## config.mk

```make
export PLATFORM = sky130hd
export DESIGN_NAME = mme_monitor_entry
export DESIGN_NICKNAME = d
export VERILOG_FILES = /design/src/logic/mme_pkg.sv /design/src/logic/mme_monitor_entry.sv
export SDC_FILE = /design/constraint.sdc
export NUM_CORES = 1
export LEC_CHECK = 0
export BUFFER_PORTS_ARGS = -buffer_cell sky130_fd_sc_hd__buf_2
export CAP_MARGIN = 10
export CORE_ASPECT_RATIO = 1.4
export CORE_MARGIN = 3
export CORE_UTILIZATION = 50
export CTS_CLUSTER_DIAMETER = 40
export DETAILED_ROUTE_END_ITERATION = 6
export GPL_TIMING_DRIVEN = 1
export PLACE_DENSITY = 0.75
export RECOVER_POWER = 25
export SLEW_MARGIN = 20
export SYNTH_ARGS = -nofsm -noshare
export SYNTH_HDL_FRONTEND = slang
export SYNTH_SLANG_ARGS = --single-unit
```

## constraint.sdc

```tcl
create_clock -name ref_clk_in -period 2.5 [get_ports ref_clk_in]
set_input_delay 0.125 -clock ref_clk_in [delete_from_list [all_inputs] [get_ports ref_clk_in]]
set_output_delay 0.125 -clock ref_clk_in [all_outputs]
set_load 0.02 [all_outputs]
```

## src/logic/mme_pkg.sv

```systemverilog
`default_nettype none
package mme_pkg;
   // clock and timing
   localparam int          CLK_PERIOD_NS  = 4;
   localparam int          EXTRA_RST_NS   = 128;
   // least time: round up to whole cycles
   localparam int          EXTRA_RST_CYC  =
      (EXTRA_RST_NS + CLK_PERIOD_NS - 1) / CLK_PERIOD_NS;
   localparam logic [5:0]  EXTRA_RST_LAST = 6'(EXTRA_RST_CYC - 1);
   // memory values and vector pages
   localparam logic [7:0]  ERASED_BYTE    = 8'hff;
   localparam logic [7:0]  USER_PAGE      = 8'hff;
   localparam logic [7:0]  MON_PAGE       = 8'hfe;
   // serial framing
   localparam logic [3:0]  SEC_BYTES      = 4'h8;
   localparam logic [3:0]  START_IDX      = 4'h0;
   localparam logic [3:0]  STOP_IDX       = 4'h9;
   localparam logic [3:0]  BREAK_LAST     = 4'h9;
   localparam logic [10:0] BAUD_DIV_HI    = 11'h400;
   localparam logic [10:0] BAUD_DIV_LO    = 11'h200;
   localparam logic [13:0] BRK_CYC_HI     = 14'h2800;
   localparam logic [13:0] BRK_CYC_LO     = 14'h1400;
   // synchronised pin vector layout
   localparam int          PIN_W          = 6;
   localparam int          PIN_RST        = 0;
   localparam int          PIN_IRQ        = 1;
   localparam int          PIN_HV_IRQ     = 2;
   localparam int          PIN_HV_RST     = 3;
   localparam int          PIN_DIV        = 4;
   localparam int          PIN_SER        = 5;
   localparam logic [5:0]  PIN_RESET_VAL  = 6'h20;
   typedef enum logic [2:0] {
      ST_RESET,
      ST_EXTRA,
      ST_SECURITY,
      ST_BREAK,
      ST_READY,
      ST_USER
   } mme_state_t;
endpackage
`default_nettype wire

```

## src/logic/mme_monitor_entry.sv

```systemverilog
// Summary of operation
// - blank reset vector bytes allow monitor entry without test high voltage.
// - high-voltage entry: bus clock input divided by two or four.
// - divide-select low with high voltage bypasses oscillator halving stage.
// - blank-vector entry ignores port A conditions and divide-select pin.
// - blank-vector entry always divides external clock by four.
// - blank entry at 4.9152 MHz gives 1.2288 MHz bus, 4800 baud.
// - blank-vector session runs one extra reset cycle after each reset pin release.
// - blank-vector session keeps watchdog disabled regardless of pins.
// - high-voltage session disables watchdog only while voltage remains.
// - mode latched on reset pin rising edge, then pins are free.
// - after reset, wait for eight security bytes from the host.
// - then send a break of ten zero bits to signal ready.
// - single wired-OR serial pin, each side only pulls low.
// - serial traffic uses standard NRZ mark/space characters.
// - monitor mode takes reset, interrupt vectors from the monitor page.
// - baud divide 1024 when divide-select high, 512 low, blank 1024.
// - blank-vector monitor mode left only by power-on reset.
`timescale 1ns/1ns
`default_nettype none
module mme_monitor_entry
(
   input  wire logic                     ref_clk_in,
   input  wire logic                     resetn_in,
   input  wire logic                     reset_pin_in,
   input  wire logic                     external_interrupt_pin_in,
   input  wire logic                     test_hv_irq_in,
   input  wire logic                     test_hv_rst_in,
   input  wire logic                     clock_divide_select_pin_in,
   input  wire logic [7:0]               vector_high_byte_in,
   input  wire logic [7:0]               vector_low_byte_in,
   input  wire logic                     serial_comm_pin_in,
   output logic                          serial_comm_pin_out,
   output logic                          serial_comm_pin_oe_out,
   output logic                          monitor_mode_out,
   output logic                          blank_entry_out,
   output logic                          bus_div4_out,
   output logic                          osc_bypass_out,
   output logic                          baud_div_1024_out,
   output logic                          watchdog_disable_out,
   output logic [7:0]                    vector_page_out,
   output logic                          core_reset_out,
   output logic                          ready_out
);
   import mme_pkg::*;

   logic [PIN_W-1:0] sync1_ff;
   logic [PIN_W-1:0] sync2_ff;
   logic [PIN_W-1:0] sync3_ff;
   logic [PIN_W-1:0] pin_ff;
   logic [PIN_W-1:0] pin_raw;
   logic             rst_prev_ff;
   logic             rst_rise;
   logic             vec_blank;
   logic             monitor_ff;
   logic             blank_ff;
   logic             div_hi_ff;
   mme_state_t       state_ff;
   logic [5:0]       extra_cnt_ff;
   logic [10:0]      bit_len;
   logic [10:0]      baud_cnt_ff;
   logic [3:0]       bit_cnt_ff;
   logic [3:0]       sec_cnt_ff;
   logic             rx_busy_ff;
   logic             oe_ff;
   logic             brk_done_ff;
   logic [13:0]      brk_len_ff;

   assign pin_raw = {serial_comm_pin_in, clock_divide_select_pin_in,
                     test_hv_rst_in, test_hv_irq_in,
                     external_interrupt_pin_in, reset_pin_in};

   // three-stage synchronisers; a level counts once stages two and three agree
   genvar gi;
   generate
      for (gi = 0; gi < PIN_W; gi++)
      begin : g_sync
         always_ff @(posedge ref_clk_in)
         begin
            if (!resetn_in)
            begin
               sync1_ff[gi] <= PIN_RESET_VAL[gi];
               sync2_ff[gi] <= PIN_RESET_VAL[gi];
               sync3_ff[gi] <= PIN_RESET_VAL[gi];
               pin_ff[gi]   <= PIN_RESET_VAL[gi];
            end
            else
            begin
               sync1_ff[gi] <= pin_raw[gi];
               sync2_ff[gi] <= sync1_ff[gi];
               sync3_ff[gi] <= sync2_ff[gi];
               if (sync2_ff[gi] == sync3_ff[gi])
               begin
                  pin_ff[gi] <= sync3_ff[gi];
               end
            end
         end
      end
   endgenerate

   // reset pin edge and blank-vector decode
   assign rst_rise  = pin_ff[PIN_RST] & ~rst_prev_ff;
   assign vec_blank = (vector_high_byte_in == ERASED_BYTE) &&
                      (vector_low_byte_in == ERASED_BYTE);
   assign bit_len   = div_hi_ff ? BAUD_DIV_HI : BAUD_DIV_LO;

   always_ff @(posedge ref_clk_in)
   begin
      if (!resetn_in)
         rst_prev_ff <= 1'b0;
      else
         rst_prev_ff <= pin_ff[PIN_RST];
   end

   // mode latch: everything sampled on the one rising edge of the reset pin
   // a blank-vector session survives the reset pin; only power-on clears it
   always_ff @(posedge ref_clk_in)
   begin
      if (!resetn_in)
      begin
         monitor_ff <= 1'b0;
         blank_ff   <= 1'b0;
         div_hi_ff  <= 1'b1;
      end
      else if (rst_rise && !blank_ff)
      begin
         monitor_ff <= pin_ff[PIN_HV_IRQ] | (vec_blank &
                       pin_ff[PIN_IRQ] & ~pin_ff[PIN_HV_RST]);
         blank_ff   <= ~pin_ff[PIN_HV_IRQ] & vec_blank &
                       pin_ff[PIN_IRQ] & ~pin_ff[PIN_HV_RST];
         // blank entry ignores the divide-select pin and forces /4
         div_hi_ff  <= pin_ff[PIN_DIV] | ~pin_ff[PIN_HV_IRQ];
      end
   end

   // entry sequencer
   always_ff @(posedge ref_clk_in)
   begin
      if (!resetn_in || !pin_ff[PIN_RST])
      begin
         state_ff     <= ST_RESET;
         extra_cnt_ff <= '0;
      end
      else
      begin
         unique case (state_ff)
            ST_RESET:
               if (rst_prev_ff)
               begin
                  if (!monitor_ff)
                     state_ff <= ST_USER;
                  else if (blank_ff)
                     state_ff <= ST_EXTRA;
                  else
                     state_ff <= ST_SECURITY;
               end
            ST_EXTRA:
            begin
               extra_cnt_ff <= extra_cnt_ff + 6'h01;
               if (extra_cnt_ff == EXTRA_RST_LAST)
                  state_ff <= ST_SECURITY;
            end
            ST_SECURITY:
               if (sec_cnt_ff == SEC_BYTES)
                  state_ff <= ST_BREAK;
            ST_BREAK:
               if (brk_done_ff)
                  state_ff <= ST_READY;
            ST_READY,
            ST_USER:
               state_ff <= state_ff;
         endcase
      end
   end

   // serial engine: counts security characters, then sends the break;
   // data bits are not kept, checking them is left to the monitor firmware
   always_ff @(posedge ref_clk_in)
   begin
      if (!resetn_in || state_ff == ST_RESET)
      begin
         baud_cnt_ff <= '0;
         bit_cnt_ff  <= '0;
         sec_cnt_ff  <= '0;
         rx_busy_ff  <= 1'b0;
         oe_ff       <= 1'b0;
         brk_done_ff <= 1'b0;
      end
      else if (state_ff == ST_SECURITY)
      begin
         if (!rx_busy_ff)
         begin
            if (!pin_ff[PIN_SER])                      // start edge
            begin
               rx_busy_ff  <= 1'b1;
               baud_cnt_ff <= bit_len >> 1;            // sample mid-bit
               bit_cnt_ff  <= START_IDX;
            end
         end
         else if (baud_cnt_ff == '0)
         begin
            baud_cnt_ff <= bit_len - 11'h001;
            if (bit_cnt_ff == START_IDX && pin_ff[PIN_SER])
               rx_busy_ff <= 1'b0;                     // glitch, not a start
            else if (bit_cnt_ff == STOP_IDX)
            begin
               rx_busy_ff <= 1'b0;
               if (pin_ff[PIN_SER])                    // framed char
                  sec_cnt_ff <= sec_cnt_ff + 4'h1;
            end
            else
               bit_cnt_ff <= bit_cnt_ff + 4'h1;
         end
         else
            baud_cnt_ff <= baud_cnt_ff - 11'h001;
      end
      else if (state_ff == ST_BREAK && !brk_done_ff)
      begin
         if (!oe_ff)
         begin
            oe_ff       <= 1'b1;                       // pull low
            baud_cnt_ff <= bit_len - 11'h001;
            bit_cnt_ff  <= START_IDX;
         end
         else if (baud_cnt_ff == '0)
         begin
            baud_cnt_ff <= bit_len - 11'h001;
            if (bit_cnt_ff == BREAK_LAST)
            begin
               oe_ff       <= 1'b0;                    // ten bits done
               brk_done_ff <= 1'b1;
            end
            else
               bit_cnt_ff <= bit_cnt_ff + 4'h1;
         end
         else
            baud_cnt_ff <= baud_cnt_ff - 11'h001;
      end
   end

   // registered outputs
   always_ff @(posedge ref_clk_in)
   begin
      if (!resetn_in)
      begin
         serial_comm_pin_out  <= 1'b0;
         monitor_mode_out     <= 1'b0;
         blank_entry_out      <= 1'b0;
         bus_div4_out         <= 1'b1;
         osc_bypass_out       <= 1'b0;
         baud_div_1024_out    <= 1'b1;
         watchdog_disable_out <= 1'b1;
         vector_page_out      <= USER_PAGE;
         core_reset_out       <= 1'b1;
         ready_out            <= 1'b0;
      end
      else
      begin
         serial_comm_pin_out  <= 1'b0;                 // only ever low
         monitor_mode_out     <= monitor_ff;
         blank_entry_out      <= blank_ff;
         bus_div4_out         <= div_hi_ff;
         osc_bypass_out       <= monitor_ff & ~blank_ff &
                                 ~div_hi_ff;
         baud_div_1024_out    <= div_hi_ff;
         // reset pin low also holds the watchdog off
         watchdog_disable_out <= ~pin_ff[PIN_RST] | blank_ff |
                                 (monitor_ff & (pin_ff[PIN_HV_IRQ] |
                                  pin_ff[PIN_HV_RST]));
         vector_page_out      <= monitor_ff ? MON_PAGE : USER_PAGE;
         core_reset_out       <= (state_ff == ST_RESET) ||
                                 (state_ff == ST_EXTRA);
         ready_out            <= (state_ff == ST_READY);
      end
   end
   assign serial_comm_pin_oe_out = oe_ff;

   // break length helper for checking only
   always_ff @(posedge ref_clk_in)
   begin
      if (!resetn_in)
         brk_len_ff <= '0;
      else
         brk_len_ff <= oe_ff ? brk_len_ff + 14'h0001 : '0;
   end
endmodule
`default_nettype wire

```

After elaboration in Yosys (flattened, before gate mapping). Cells that the tools add are included.

Register bits: 74. Bits of input ports: 24. Output and inout bits: 18. Word-level logic and storage cells: 149.

$add $sub $neg: 5. Equality and inequality tests: 24. Muxes and demuxes: 31. Bitwise gates (word level): 23. Reductions and logical operators: 22.

Operators with widths (number): two-way mux 11 bit (7); two-way mux 4 bit (9); subtractor 11 x 1 -> 11 bit (second input constant) (2); equality test 8 bit (second input constant) (2); two-way mux 3 bit (5); AND reduction 5 bit (3); case mux 3 bit (4 select lines) (1); zero test 11 bit (1); bitwise AND 1 bit (9); inverter 1 bit (9); adder 4 x 1 -> 4 bit (second input constant) (2); equality test 4 bit (second input constant) (2); two-way mux 1 bit (8); != test 2 bit (second input constant) (4); adder 6 x 1 -> 6 bit (second input constant) (1); equality test 1 bit (6); equality test 3 x 2 -> 1 bit (second input constant) (2); equality test 3 bit (second input constant) (2); equality test 6 x 5 -> 1 bit (second input constant) (1); != test 3 bit (second input constant) (2); AND reduction 6 bit (1); bitwise OR 1 bit (5); logical AND 1 bit (4); zero test 1 bit (4); 10 further kinds (13).

Longest topological paths before layout. Gate-level depths: netlist of run 1.

Word-level depth: 6. Mapped depth: 8. Depth with buffers taken out: 7.

Worst setup path after synthesis of run 1. OpenSTA, ideal clock, no wires.

Path type: flip-flop to flip-flop. From: reg baud_cnt_ff[3]. To: reg sec_cnt_ff[2]. Setup time: 0.151 ns. Arrival time: 1.905 ns. Data required time: 2.349 ns. Setup slack: 0.444 ns. Cell stages (with the launch flop): 8. Path buffers: 2. Clock period less this slack: 2.056 ns. Path through: dfxtp_1 > or3_1 > buf_2 > or4_4 > buf_6 > nor4_2 > xnor2_1 > nor2_1.

Word-level cells in the longest chain between the ends: 2.

RTL lines: start, declared (line mme_monitor_entry.sv:61) `logic [10:0] baud_cnt_ff;`; start signal, assigned (line mme_monitor_entry.sv:196) `baud_cnt_ff <= bit_len >> 1;`; start signal, assigned (line mme_monitor_entry.sv:202) `baud_cnt_ff <= bit_len - 11'h001;`; start signal, assigned (line mme_monitor_entry.sv:215) `baud_cnt_ff <= baud_cnt_ff - 11'h001;`; zero test 11 bit (line mme_monitor_entry.sv:200) `else if (baud_cnt_ff == '0)`; AND reduction 6 bit (no source line); end signal, assigned (line mme_monitor_entry.sv:209) `sec_cnt_ff <= sec_cnt_ff + 4'h1;`; end, declared (line mme_monitor_entry.sv:63) `logic [3:0] sec_cnt_ff;`.

No other way between the ends. A chain may end at the register's enable or synchronous reset.

Worst setup path after layout of run 1.
From: reg state_ff[1]. To: reg baud_cnt_ff[8].

Word-level cells in the longest chain between the ends: 4. Elaborated cells on any way between the ends: 9. Classes of those cells: eq/ne: 3; mux: 1; reduce/logical: 5.

RTL lines: start, declared (line mme_monitor_entry.sv:58) `mme_state_t state_ff;`; start signal, assigned (line mme_monitor_entry.sv:171) `state_ff <= state_ff;`; equality test 3 x 2 -> 1 bit (line mme_monitor_entry.sv:217) `else if (state_ff == ST_BREAK && !brk_done_ff)`; logical AND 1 bit (line mme_monitor_entry.sv:217); nonzero test 2 bit (no source line); AND reduction 2 bit (no source line); end signal, assigned (line mme_monitor_entry.sv:215); end signal, assigned (line mme_monitor_entry.sv:222) `baud_cnt_ff <= bit_len - 11'h001;`; end signal, assigned (line mme_monitor_entry.sv:227) `baud_cnt_ff <= bit_len - 11'h001;`.

Parallel ways exist; a longest one is shown, timed or not.

==> metrics.csv, run 1 <==
stage,metric,value,unit
run_status,status,completed,
logic_synthesis,synth_edf_count,0,
logic_synthesis,synth_cell_types,56,
sta,tightest_slew,0.671,ns
die,die_w,71.2,microns
critical_path,crit_chain,nor3b_2 -> mux2i_1 -> buf_4 -> inv_1 -> a311o_1 -> a211oi_1,
critical_path,timing.rr.start,state_ff[1],
logic_synthesis,async_reset_ff_share,0,%
sta,finalSetupViolations,0,
sta,finalCritPeriodShare,88.2,%
clock_network,cts_tree,done,
job,drv_cap,0,
sta,drv_slew,0,
die,die_y,97.2,microns
routing,drt_iter0_drc,157,
layout,seqCellArea,0.00134,sq mm
routing,routed_wl,5.93,mm
routing,vias,2419,
sta,post-route-worst-setup-slack,0.295,ns
layout,n_antenna_cell,0,
global_route,grt_max_degree,21,
placement,gp_congestion,0.878,
placement,dp_hpwl,4.21,mm
critical_path,path_delay_family,flip-flops,
logic_synthesis,synth_top_area_share,45.1,%
pwr,cellPowerDensity,588,mW/mm^2
die,rows,32,
critical_path,rrSetupSlack,0.30,ns
critical_path,max_stage_delay,0.55,ns
critical_path,crit_path_start_kind,flop,
logic_synthesis,synthCells,332,
pwr,report.power.total,2.01,mW
critical_path,crit_fanout,13,
critical_path,setup.worst_path.class,flop to flop,
global_route,grt_pass1_wl,9.98,mm
routing,detailedRoute.firstPassIterationCount,4,
placement,dp_slack,0.336,ns
clock_network,clockBufferDepth,2,
clock_network,cts-resized-gates,0,
global_route,track_usage,18.0,%
critical_path,worstSetupPathDepth,6,
worst_hold_path,min_path_type,input pin to flop,
clock_network,cts_buffers,9,
critical_path,worstPathArrival,2.46,ns
layout,final_common_cell,dfxtp_1,
clock_network,cts_root_buf,clkbuf_8,
critical_path,cp_slowest_cell,dfxtp_1,
logic_synthesis,yosys-top-cells-area,"dfxtp_1, and2_1, nor2_1",
sta,setup_tns,0,ns
critical_path,cp_num_buf_inv,2,
layout,area_delta_synth_final,14.9,%
pwr,ir_drop,0.425,mV
routing,vias_per_cell,5.46,
critical_path,endpoint_kind,flop,
clock_network,clk_latency,0.34,ns
layout,multi_input_area,0.00145,sq mm
routing,drtAntennaViolNets,0,
logic_synthesis,synth_ff_type,dfxtp_1,
critical_path,reg2regPathDepth,6,
sta,relSlewSlack,54.9,%
die,core_region_area,0.00565,sq mm
layout,mostFrequentLayoutCells,"dfxtp_1, buf_2, nor2_1",
sta,rsz0062_at_grt,no,
die,dieArea,0.00692,sq mm
clock_network,cts.sinks,67,
routing,drcViolationCount,0,
logic_synthesis,ys_ff_latch,67,
placement,port_buffers,33,
layout,layout-drive-gt1-share,16.8,%
logic_synthesis,avgSynthCellArea,8.95,sq um
global_route,overflow,0,
logic_synthesis,ys_warn_count,0,
logic_synthesis,ys_seq_area_share,45.1,%
layout,num-nets-final,401,
die,start_util,52.7,%
sta,finalClockSkew,0.0105,ns
critical_path,worstSetupEndpoint,baud_cnt_ff[8],
critical_path,worstPathRequired,2.76,ns
sta,hold_violations,0,
sta,fmax,0.454,GHz
die,pin_count,42,
clock_network,cts_htree_levels,3,
clock_network,cts_hold_buf,6,
pwr,p_leak,1.26,nW
global_route,grt_pass1_vias,2297,
layout,num-fill-cells,494,
global_route,antenna_found_initial,0,
routing,routedWlPerCell,13.4,microns
clock_network,post_cts_buffers,0,
logic_synthesis,netlist_area,0.00297,sq mm
critical_path,r2r-end,baud_cnt_ff[8],
clock_network,cts.clk_slew.worst_paths,0.07,ns
critical_path,crit_path_start,state_ff[1],
sta,fin_crit,2.20,ns
logic_synthesis,yosysTopAreaCell,dfxtp_1,
area by class of cell:
class                           count  share of cell area [%]
Clock buffer                       10                    3.74
Clock inverter                      6                    1.94
Inverter                           18                    1.98
Multi-Input combinational cell    228                    42.5
Sequential cell                    67                    39.3
Tap cell                           68                    2.49
Timing Repair Buffer               46                    8.13
cells in the mapped netlist, types with 6 or more instances:
master,number
dfxtp_1,67
nor2_1,25
nand2_1,19
a21oi_1,18
inv_1,17
and2_1,16
o21ai_0,15
clkbuf_1,13
o21ai_1,10
buf_4,9
nor3_1,8
xnor2_1,8
ha_1,7
nand4_1,7
nand3_1,6
nor3b_1,6
state kept, by name (all words and copies together), names as in the netlist, 3 cells and up:
signal        cells
pin_ff            6
sync3_ff          6
bit_cnt_ff        4
baud_cnt_ff      11
sync2_ff          6
extra_cnt_ff      6
sec_cnt_ff        4
sync1_ff          6
state_ff          3
worst min-delay path by stage:
stage                             from        endpoint  slack [ns]  depth (start not counted)
floorplan           serial_comm_pin_in     sync1_ff[5]        0.23                          1
global placement    serial_comm_pin_in     sync1_ff[5]        0.31                          2
detailed placement  serial_comm_pin_in     sync1_ff[5]        0.32                          2
CTS                          resetn_in  core_reset_out        0.14                          2
global route                 resetn_in  core_reset_out        0.19                          2
finish                       resetn_in  core_reset_out        0.13                          2
power breakdown:
part	switching (mW)	internal (mW)	total, mW
clock	0.413	0.460	0.873
combinational	0.0264	0.0273	0.0537
sequential	0.00425	1.08	1.08
per-stage QoR:
| stage | util [%] | hold WS [ns] | area [sq um] | instances |
|---|---|---|---|---|
| after floorplan | - | 0.226 | 3000 | 338 |
| after global placement | 56.0 | 0.307 | 3160 | 421 |
| after detailed placement | 56.0 | 0.316 | 3160 | 421 |
| after CTS | 60.5 | 0.139 | 3420 | 443 |
| after global routing | 60.5 | 0.185 | 3420 | 443 |
| final | 60.5 | 0.135 | 3420 | 443 |
logic make-up after synthesis:
kind of cell,after synthesis,synth area share [%]
other cells,2,0.253
compound gates,78,16.5
simple gates,121,24.0
xor+xnor,11,3.24
buf+inv,43,6.86
flops,67,45.1
fa+ha+maj,7,2.95
mux,3,1.01
metal layers:
layer	vias up	track usage (%)	wire, microns
met3	10	4.97	260
li1	1230	-	-
met4	0	8.54	130
met2	70	30.5	3110
met1	1109	20.4	2430
met5	-	0	0
Power figures use the tool's default switching activity.
==> run 2: changes to the inputs <==
==> constraint.sdc (replaced) <==
create_clock -name ref_clk_in -period 2.5 [get_ports ref_clk_in]
set_input_delay 0.25 -clock ref_clk_in [delete_from_list [all_inputs] [get_ports ref_clk_in]]
set_output_delay 0.25 -clock ref_clk_in [all_outputs]
set_load 0.02 [all_outputs]
==> run 2 against run 1 <==
  * First-iteration DRC count increased by 9.6%
  * Sequential share of layout area increased by 0.76 points
  * Utilization decreased by 1.2 points
  * Design area decreased by 1.9%
  * Clock skew increased by 0.00061 ns
  * Non-clock buffer count decreased by 6
  * Register-to-register slack improved by 0.03 ns
  * Clock power about the same
  * Critical path type unchanged
  * Critical endpoint is now bit_cnt_ff[2]
==> metrics.csv, run 2 (synthesis results as in run 1) <==
stage,metric,value,unit,change
job,drv_cap,0,,unchanged
critical_path,cp_num_buf_inv,0,,-2
clock_network,clk_latency,0.34,ns,about the same
die,core_region_area,0.00565,sq mm,unchanged
sta,finalSetupViolations,0,,unchanged
clock_network,post_cts_buffers,0,,unchanged
die,pin_count,42,,unchanged
global_route,use_met3,4.97,%,unchanged
critical_path,path_delay_family,simple AND/OR/NAND/NOR gates,,
clock_network,cts_root_buf,clkbuf_8,,
routing,routed_wl,5.87,mm,-1.0%
critical_path,max_stage_delay,0.54,ns,about the same
clock_network,cts_buffers,9,,unchanged
sta,relSlewSlack,53.0,%,-2.0 points
sta,fmax,0.459,GHz,+1.3%
placement,port_buffers,33,,unchanged
critical_path,worstPathRequired,2.77,ns,about the same
clock_network,cts.sinks,67,,unchanged
clock_network,cts_hold_buf,0,,-6
sta,finalCritPeriodShare,87.1,%,-1.1 points
critical_path,crit_fanout,13,,unchanged
placement,placed_area,0.00316,sq mm,unchanged
sta,finalClockSkew,0.0111,ns,+0.000609 ns
layout,area_delta_synth_final,12.7,%,
die,rows,32,,unchanged
sta,fin_crit,2.18,ns,-0.0276 ns
sta,tightest_slew,0.701,ns,+0.0293 ns
die,die_w,71.2,microns,unchanged
routing,drtAntennaViolNets,0,,unchanged
clock_network,cts-resized-gates,0,,unchanged
layout,num-nets-final,395,,-1.5%
layout,largest_reg_flops,11,,unchanged
routing,drt_iter0_drc,172,,+9.6%
global_route,met1_usage,20.2,%,-0.13 points
placement,dp_hpwl,4.21,mm,unchanged
sta,setup_tns,0,ns,unchanged
layout,layout-drive-gt1-share,16.5,%,-0.27 points
critical_path,setup.worst_path.class,flop to flop,,
placement,gp_congestion,0.878,,unchanged
clock_network,cts_tree,done,,
sta,hold_violations,0,,unchanged
clock_network,cts.clk_slew.worst_paths,0.08,ns,about the same
pwr,p_leak,1.23,nW,-2.5%
layout,mostFrequentLayoutCells,"dfxtp_1, buf_2, nor2_1",,
sta,drv_slew,0,,unchanged
worst_hold_path,min_path_type,input pin to flop,,
die,die_y,97.2,microns,unchanged
layout,final_common_cell,dfxtp_1,,
critical_path,worstPathArrival,2.45,ns,about the same
critical_path,reg2regPathDepth,5,,-1
die,start_util,52.7,%,unchanged
routing,vias,2399,,-0.83%
worst_hold_path,whs_path_depth,2,,unchanged
global_route,grt_pass1_vias,2265,,-1.4%
pwr,cellPowerDensity,597,mW/mm^2,+1.5%
global_route,gr-max-usage-layer,met2,,
clock_network,cts_htree_levels,3,,unchanged
layout,stdcell_area,0.00335,sq mm,-1.9%
pwr,ir_drop,0.425,mV,+0.16%
routing,detailedRoute.firstPassIterationCount,4,,unchanged
critical_path,cp_slowest_cell,dfxtp_1,,
global_route,grtUsageMet2,30.0,%,-0.50 points
layout,n_antenna_cell,0,,unchanged
layout,top_register,baud_cnt_ff,,
global_route,grt_max_degree,21,,unchanged
sta,rsz0062_at_grt,no,,
clock_network,clockBufferDepth,2,,unchanged
critical_path,worstSetupPathDepth,5,,-1
global_route,grt_pass1_wl,9.87,mm,-1.1%
routing,drcViolationCount,0,,unchanged
critical_path,crit_chain,nor3b_2 -> mux2i_1 -> o2111ai_1 -> or3b_1 -> a21oi_1,,
layout,num-fill-cells,509,,+3.0%
run_status,status,completed,,
routing,routedWlPerCell,13.4,microns,+0.36%
critical_path,crit_path_start_kind,flop,,
global_route,antenna_found_initial,0,,unchanged
critical_path,endpoint_kind,flop,,
die,dieArea,0.00692,sq mm,unchanged
global_route,overflow,0,,unchanged
global_route,track_usage,17.8,%,-0.19 points
routing,vias_per_cell,5.49,,+0.53%
## run 2: changes by cell type in the layout (fill, tap and decap cells not counted)
cell           previous run  this run
dlygate4sd3_1             6         0
clkbuf_1                  1         3
buf_2                    33        32
buf_4                     7         6
## run 2: metrics by stage
stage               setup WS [ns]  total power [mW]  std cells  util, %  hold WS (ns)
global route               0.0903              2.07        437     59.4        0.0895
CTS                         0.309              2.02        437     59.4        0.0813
global placement            0.432              1.15        421     56.0         0.390
finish                      0.323              2.00        437     59.4        0.0937
floorplan                   0.444              1.14        338        -         0.351
detailed placement          0.336              1.15        421     56.0         0.402
## run 2: path summary, 6_finish.rpt
| kind | startpoint | end | slack (ns) |
|---|---|---|---|
| max | state_ff[1] | bit_cnt_ff[2] | 0.32 |
| min reg2reg | sync1_ff[5] | sync2_ff[5] | 0.41 |
| min | serial_comm_pin_in | sync1_ff[5] | 0.09 |
| max reg2reg | state_ff[1] | bit_cnt_ff[2] | 0.32 |
## run 2: cell type report
class                           instances  area, sq um  share of cell area, %
Multi-Input combinational cell        228         1450                   43.3
Sequential cell                        67         1340                   40.0
Timing Repair Buffer                   40          213                   6.35
Clock buffer                           10          128                   3.81
Tap cell                               68         85.1                   2.54
Inverter                               18         67.6                   2.02
Clock inverter                          6         66.3                   1.98
## run 2: per-layer routing
layer  vias up  share of wire, %
met5         -                 0
met4         0               2.3
li1       1218                 -
met2        51                52
met3        13               3.9
met1      1117                42
## run 2: report_power, final
group          internal (mW)  switching, mW  leakage [nW]  total [mW]
clock network          0.460          0.412        0.0885       0.873
logic                 0.0203         0.0251         0.595      0.0455
registers               1.08        0.00430         0.543        1.08
==> run 3: changes to the inputs <==
--- a/config.mk
+++ b/config.mk
@@ -5,6 +5,7 @@
 export SDC_FILE = /design/constraint.sdc
 export NUM_CORES = 1
 export LEC_CHECK = 0
+export ABC_AREA = 1
 export BUFFER_PORTS_ARGS = -buffer_cell sky130_fd_sc_hd__buf_2
 export CAP_MARGIN = 10
 export CORE_ASPECT_RATIO = 1.4
==> run 3 against run 2 <==
  * Via count increased by 3.8%
  * Sequential power is essentially flat
  * Count of clock-buffer cells in the layout unchanged
  * Non-clock buffer count decreased by 5
  * Critical path type unchanged
  * Largest cell class unchanged
==> metrics.csv, run 3 <==
stage,metric,value,unit,change
clock_network,cts_root_buf,clkbuf_8,,
layout,final_common_cell,nand2_1,,
routing,routedWlPerCell,10.9,microns,-19%
global_route,track_usage,16.8,%,-1.0 points
critical_path,crit_path_start_kind,flop,,
critical_path,worstPathRequired,2.72,ns,-0.05 ns
logic_synthesis,synth_cell_types,39,,-30%
pwr,ir_drop,0.443,mV,+4.2%
sta,holdWs,0.0891,ns,-0.00455 ns
layout,num-nets-final,466,,+18%
clock_network,cts_htree_levels,3,,unchanged
sta,fin_crit,1.71,ns,-0.470 ns
layout,layout-drive-gt1-share,17.3,%,+0.74 points
critical_path,cp_slowest_cell,dfxtp_1,,
logic_synthesis,netlist_area,0.00301,sq mm,+1.3%
clock_network,post_cts_buffers,0,,unchanged
worst_hold_path,min_path_type,input pin to flop,,
die,dieArea,0.00701,sq mm,+1.2%
logic_synthesis,ys_warn_count,0,,unchanged
layout,largest_reg_flops,11,,unchanged
global_route,grt_pass1_wl,9.53,mm,-3.5%
clock_network,cts_buffers,9,,unchanged
placement,gp_congestion,0.896,,+2.1%
placement,dp_hpwl,4.14,mm,-1.6%
die,rows,32,,unchanged
layout,seqCellArea,0.00134,sq mm,unchanged
layout,mostFrequentLayoutCells,"nand2_1, dfxtp_1, inv_1",,
logic_synthesis,synthCells,397,,+20%
job,drv_cap,0,,unchanged
sta,post-route-worst-setup-slack,0.792,ns,+0.470 ns
critical_path,setup.worst_path.class,flop to flop,,
clock_network,clk_latency,0.34,ns,about the same
routing,routed_wl,5.53,mm,-5.9%
critical_path,crit_fanout,7,,-6
routing,drcViolationCount,0,,unchanged
clock_network,clockBufferDepth,2,,unchanged
clock_network,cts.sinks,67,,unchanged
placement,dp_cells,492,,+17%
sta,relSlewSlack,40.4,%,-13 points
pwr,report.power.total,2.13,mW,+6.3%
die,die_y,97.8,microns,+0.63%
layout,top_register,baud_cnt_ff,,
global_route,antenna_found_initial,0,,unchanged
clock_network,cts_hold_buf,0,,unchanged
sta,finalCritPeriodShare,68.3,%,-19 points
sta,tightest_slew,0.894,ns,+0.193 ns
pwr,cellPowerDensity,620,mW/mm^2,+3.8%
critical_path,endpoint_kind,flop,,
sta,finalSetupViolations,0,,unchanged
logic_synthesis,avgSynthCellArea,7.59,sq um,-15%
pwr,p_leak,1.55,nW,+26%
die,start_util,53.0,%,+0.33 points
critical_path,crit_chain,inv_1 -> ha_1 -> nand2_2 -> nor2_4 -> nand2_2 -> nand2_2 -> nand3_4 -> nor2_4 -> inv_1 -> nand2_1 -> a21oi_1,,
logic_synthesis,yosysTopAreaCell,dfxtp_1,,
logic_synthesis,yosysMostFrequentCell,nand2_1,,
global_route,grt_pass1_vias,2351,,+3.8%
logic_synthesis,synth_ff_type,dfxtp_1,,
clock_network,cts-resized-gates,0,,unchanged
global_route,grt_max_degree,25,,+19%
sta,hold_violations,0,,unchanged
critical_path,critPathMostFrequentCell,nand2_2,,
layout,n_antenna_cell,0,,unchanged
global_route,overflow,0,,unchanged
clock_network,cts_tree,done,,
critical_path,worstPathArrival,1.93,ns,-0.52 ns
run_status,status,completed,,
logic_synthesis,yosys-top-cells-area,"dfxtp_1, nand2_1, inv_1",,
die,die_w,71.6,microns,+0.61%
placement,port_buffers,33,,unchanged
clock_network,cts.clk_slew.worst_paths,0.07,ns,about the same
die,core_region_area,0.00569,sq mm,+0.71%
routing,detailedRoute.firstPassIterationCount,5,,+1
logic_synthesis,ys_seq_area_share,44.5,%,-0.60 points
sta,rsz0062_at_grt,no,,
sta,fmax,0.586,GHz,+28%
die,pin_count,42,,unchanged
layout,fin_cells,508,,+16%
logic_synthesis,synth_edf_count,0,,unchanged
sta,drv_slew,0,,unchanged
placement,dp_slack,0.804,ns,+0.469 ns
critical_path,max_stage_delay,0.31,ns,-0.23 ns
routing,drtAntennaViolNets,0,,unchanged
logic_synthesis,async_reset_ff_share,0,%,unchanged
routing,drt_iter0_drc,116,,-33%
sta,setup_tns,0,ns,unchanged
layout,area_delta_synth_final,13.8,%,
logic_synthesis,ys_ff_latch,67,,unchanged
sta,finalClockSkew,0.00422,ns,-0.00686 ns
layout,multi_input_area,0.00137,sq mm,-5.7%
routing,vias_per_cell,4.90,,-11%
layout,num-fill-cells,538,,+5.7%
routing,vias,2491,,+3.8%
logic_synthesis,ys_top_cells_by_count,"nand2_1, dfxtp_1, inv_1",,
logic_synthesis,synth_top_area_share,44.5,%,-0.60 points
## run 3: cell types whose count changed after synthesis, sizes merged, moves of 9 or more
cell,change
nor2,+16
and2,-15
clkbuf,-9
nand2,+66
nand3,+18
inv,+43
a21oi,+14
## run 3: final timing paths
path	start	slack, ns	to	cells after the start
min reg2reg	sync1_ff[4]	0.42	sync2_ff[4]	2
max reg2reg	baud_cnt_ff[0]	0.79	bit_cnt_ff[0]	11
min	test_hv_rst_in	0.09	sync1_ff[3]	3
max	baud_cnt_ff[0]	0.79	bit_cnt_ff[0]	11
## run 3: kinds of logic (layout without fill, tap and decap cells)
logic type	Yosys count	count (layout)	share of synthesized area, %
AO/OA/AOI/OAI	70	70	12.8
XOR/XNOR	7	7	2.03
adder cells (fa/ha/maj)	7	7	2.91
buffers and inverters	76	113	10.8
flip-flops	67	67	44.5
other	2	8	0.249
AND/OR/NAND/NOR	168	168	26.7
## run 3: layer usage
metal	track usage (%)	wire length, microns	up-vias
li1	-	-	1325
met3	4.94	214	11
met5	0	0	-
met1	18.5	2370	1108
met4	7.53	112	0
met2	29.1	2830	47
## run 3: worst max-delay path: cells and delay by family (launching register included)
family | cells | cell delay (ns)
compound gates | 1 | 0.06
flops | 1 | 0.31
buf+inv | 2 | 0.16
fa+ha+maj | 1 | 0.23
simple gates | 7 | 0.82
## run 3: area by class of cell
type	instances	area share (%)
Inverter	62	6.79
Clock buffer	10	4.01
Timing Repair Buffer	35	5.11
Clock inverter	6	2.59
Multi-Input combinational cell	260	39.9
Sequential cell	67	39.1
Tap cell	68	2.48
## run 3: per-stage QoR
stage | util (%) | area (sq um)
after floorplan | - | 3040
final | 60.3 | 3430
after global placement | 56.4 | 3210
after global routing | 60.3 | 3430
after CTS | 60.4 | 3430
after detailed placement | 56.4 | 3210
## run 3: report_power, final
| part | internal (mW) | switching, mW | leakage [nW] |
|---|---|---|---|
| Sequential | 1.08 | 0.00451 | 0.543 |
| Combinational | 0.0200 | 0.0296 | 0.896 |
| Clock | 0.588 | 0.405 | 0.108 |
| Total | 1.69 | 0.439 | 1.55 |
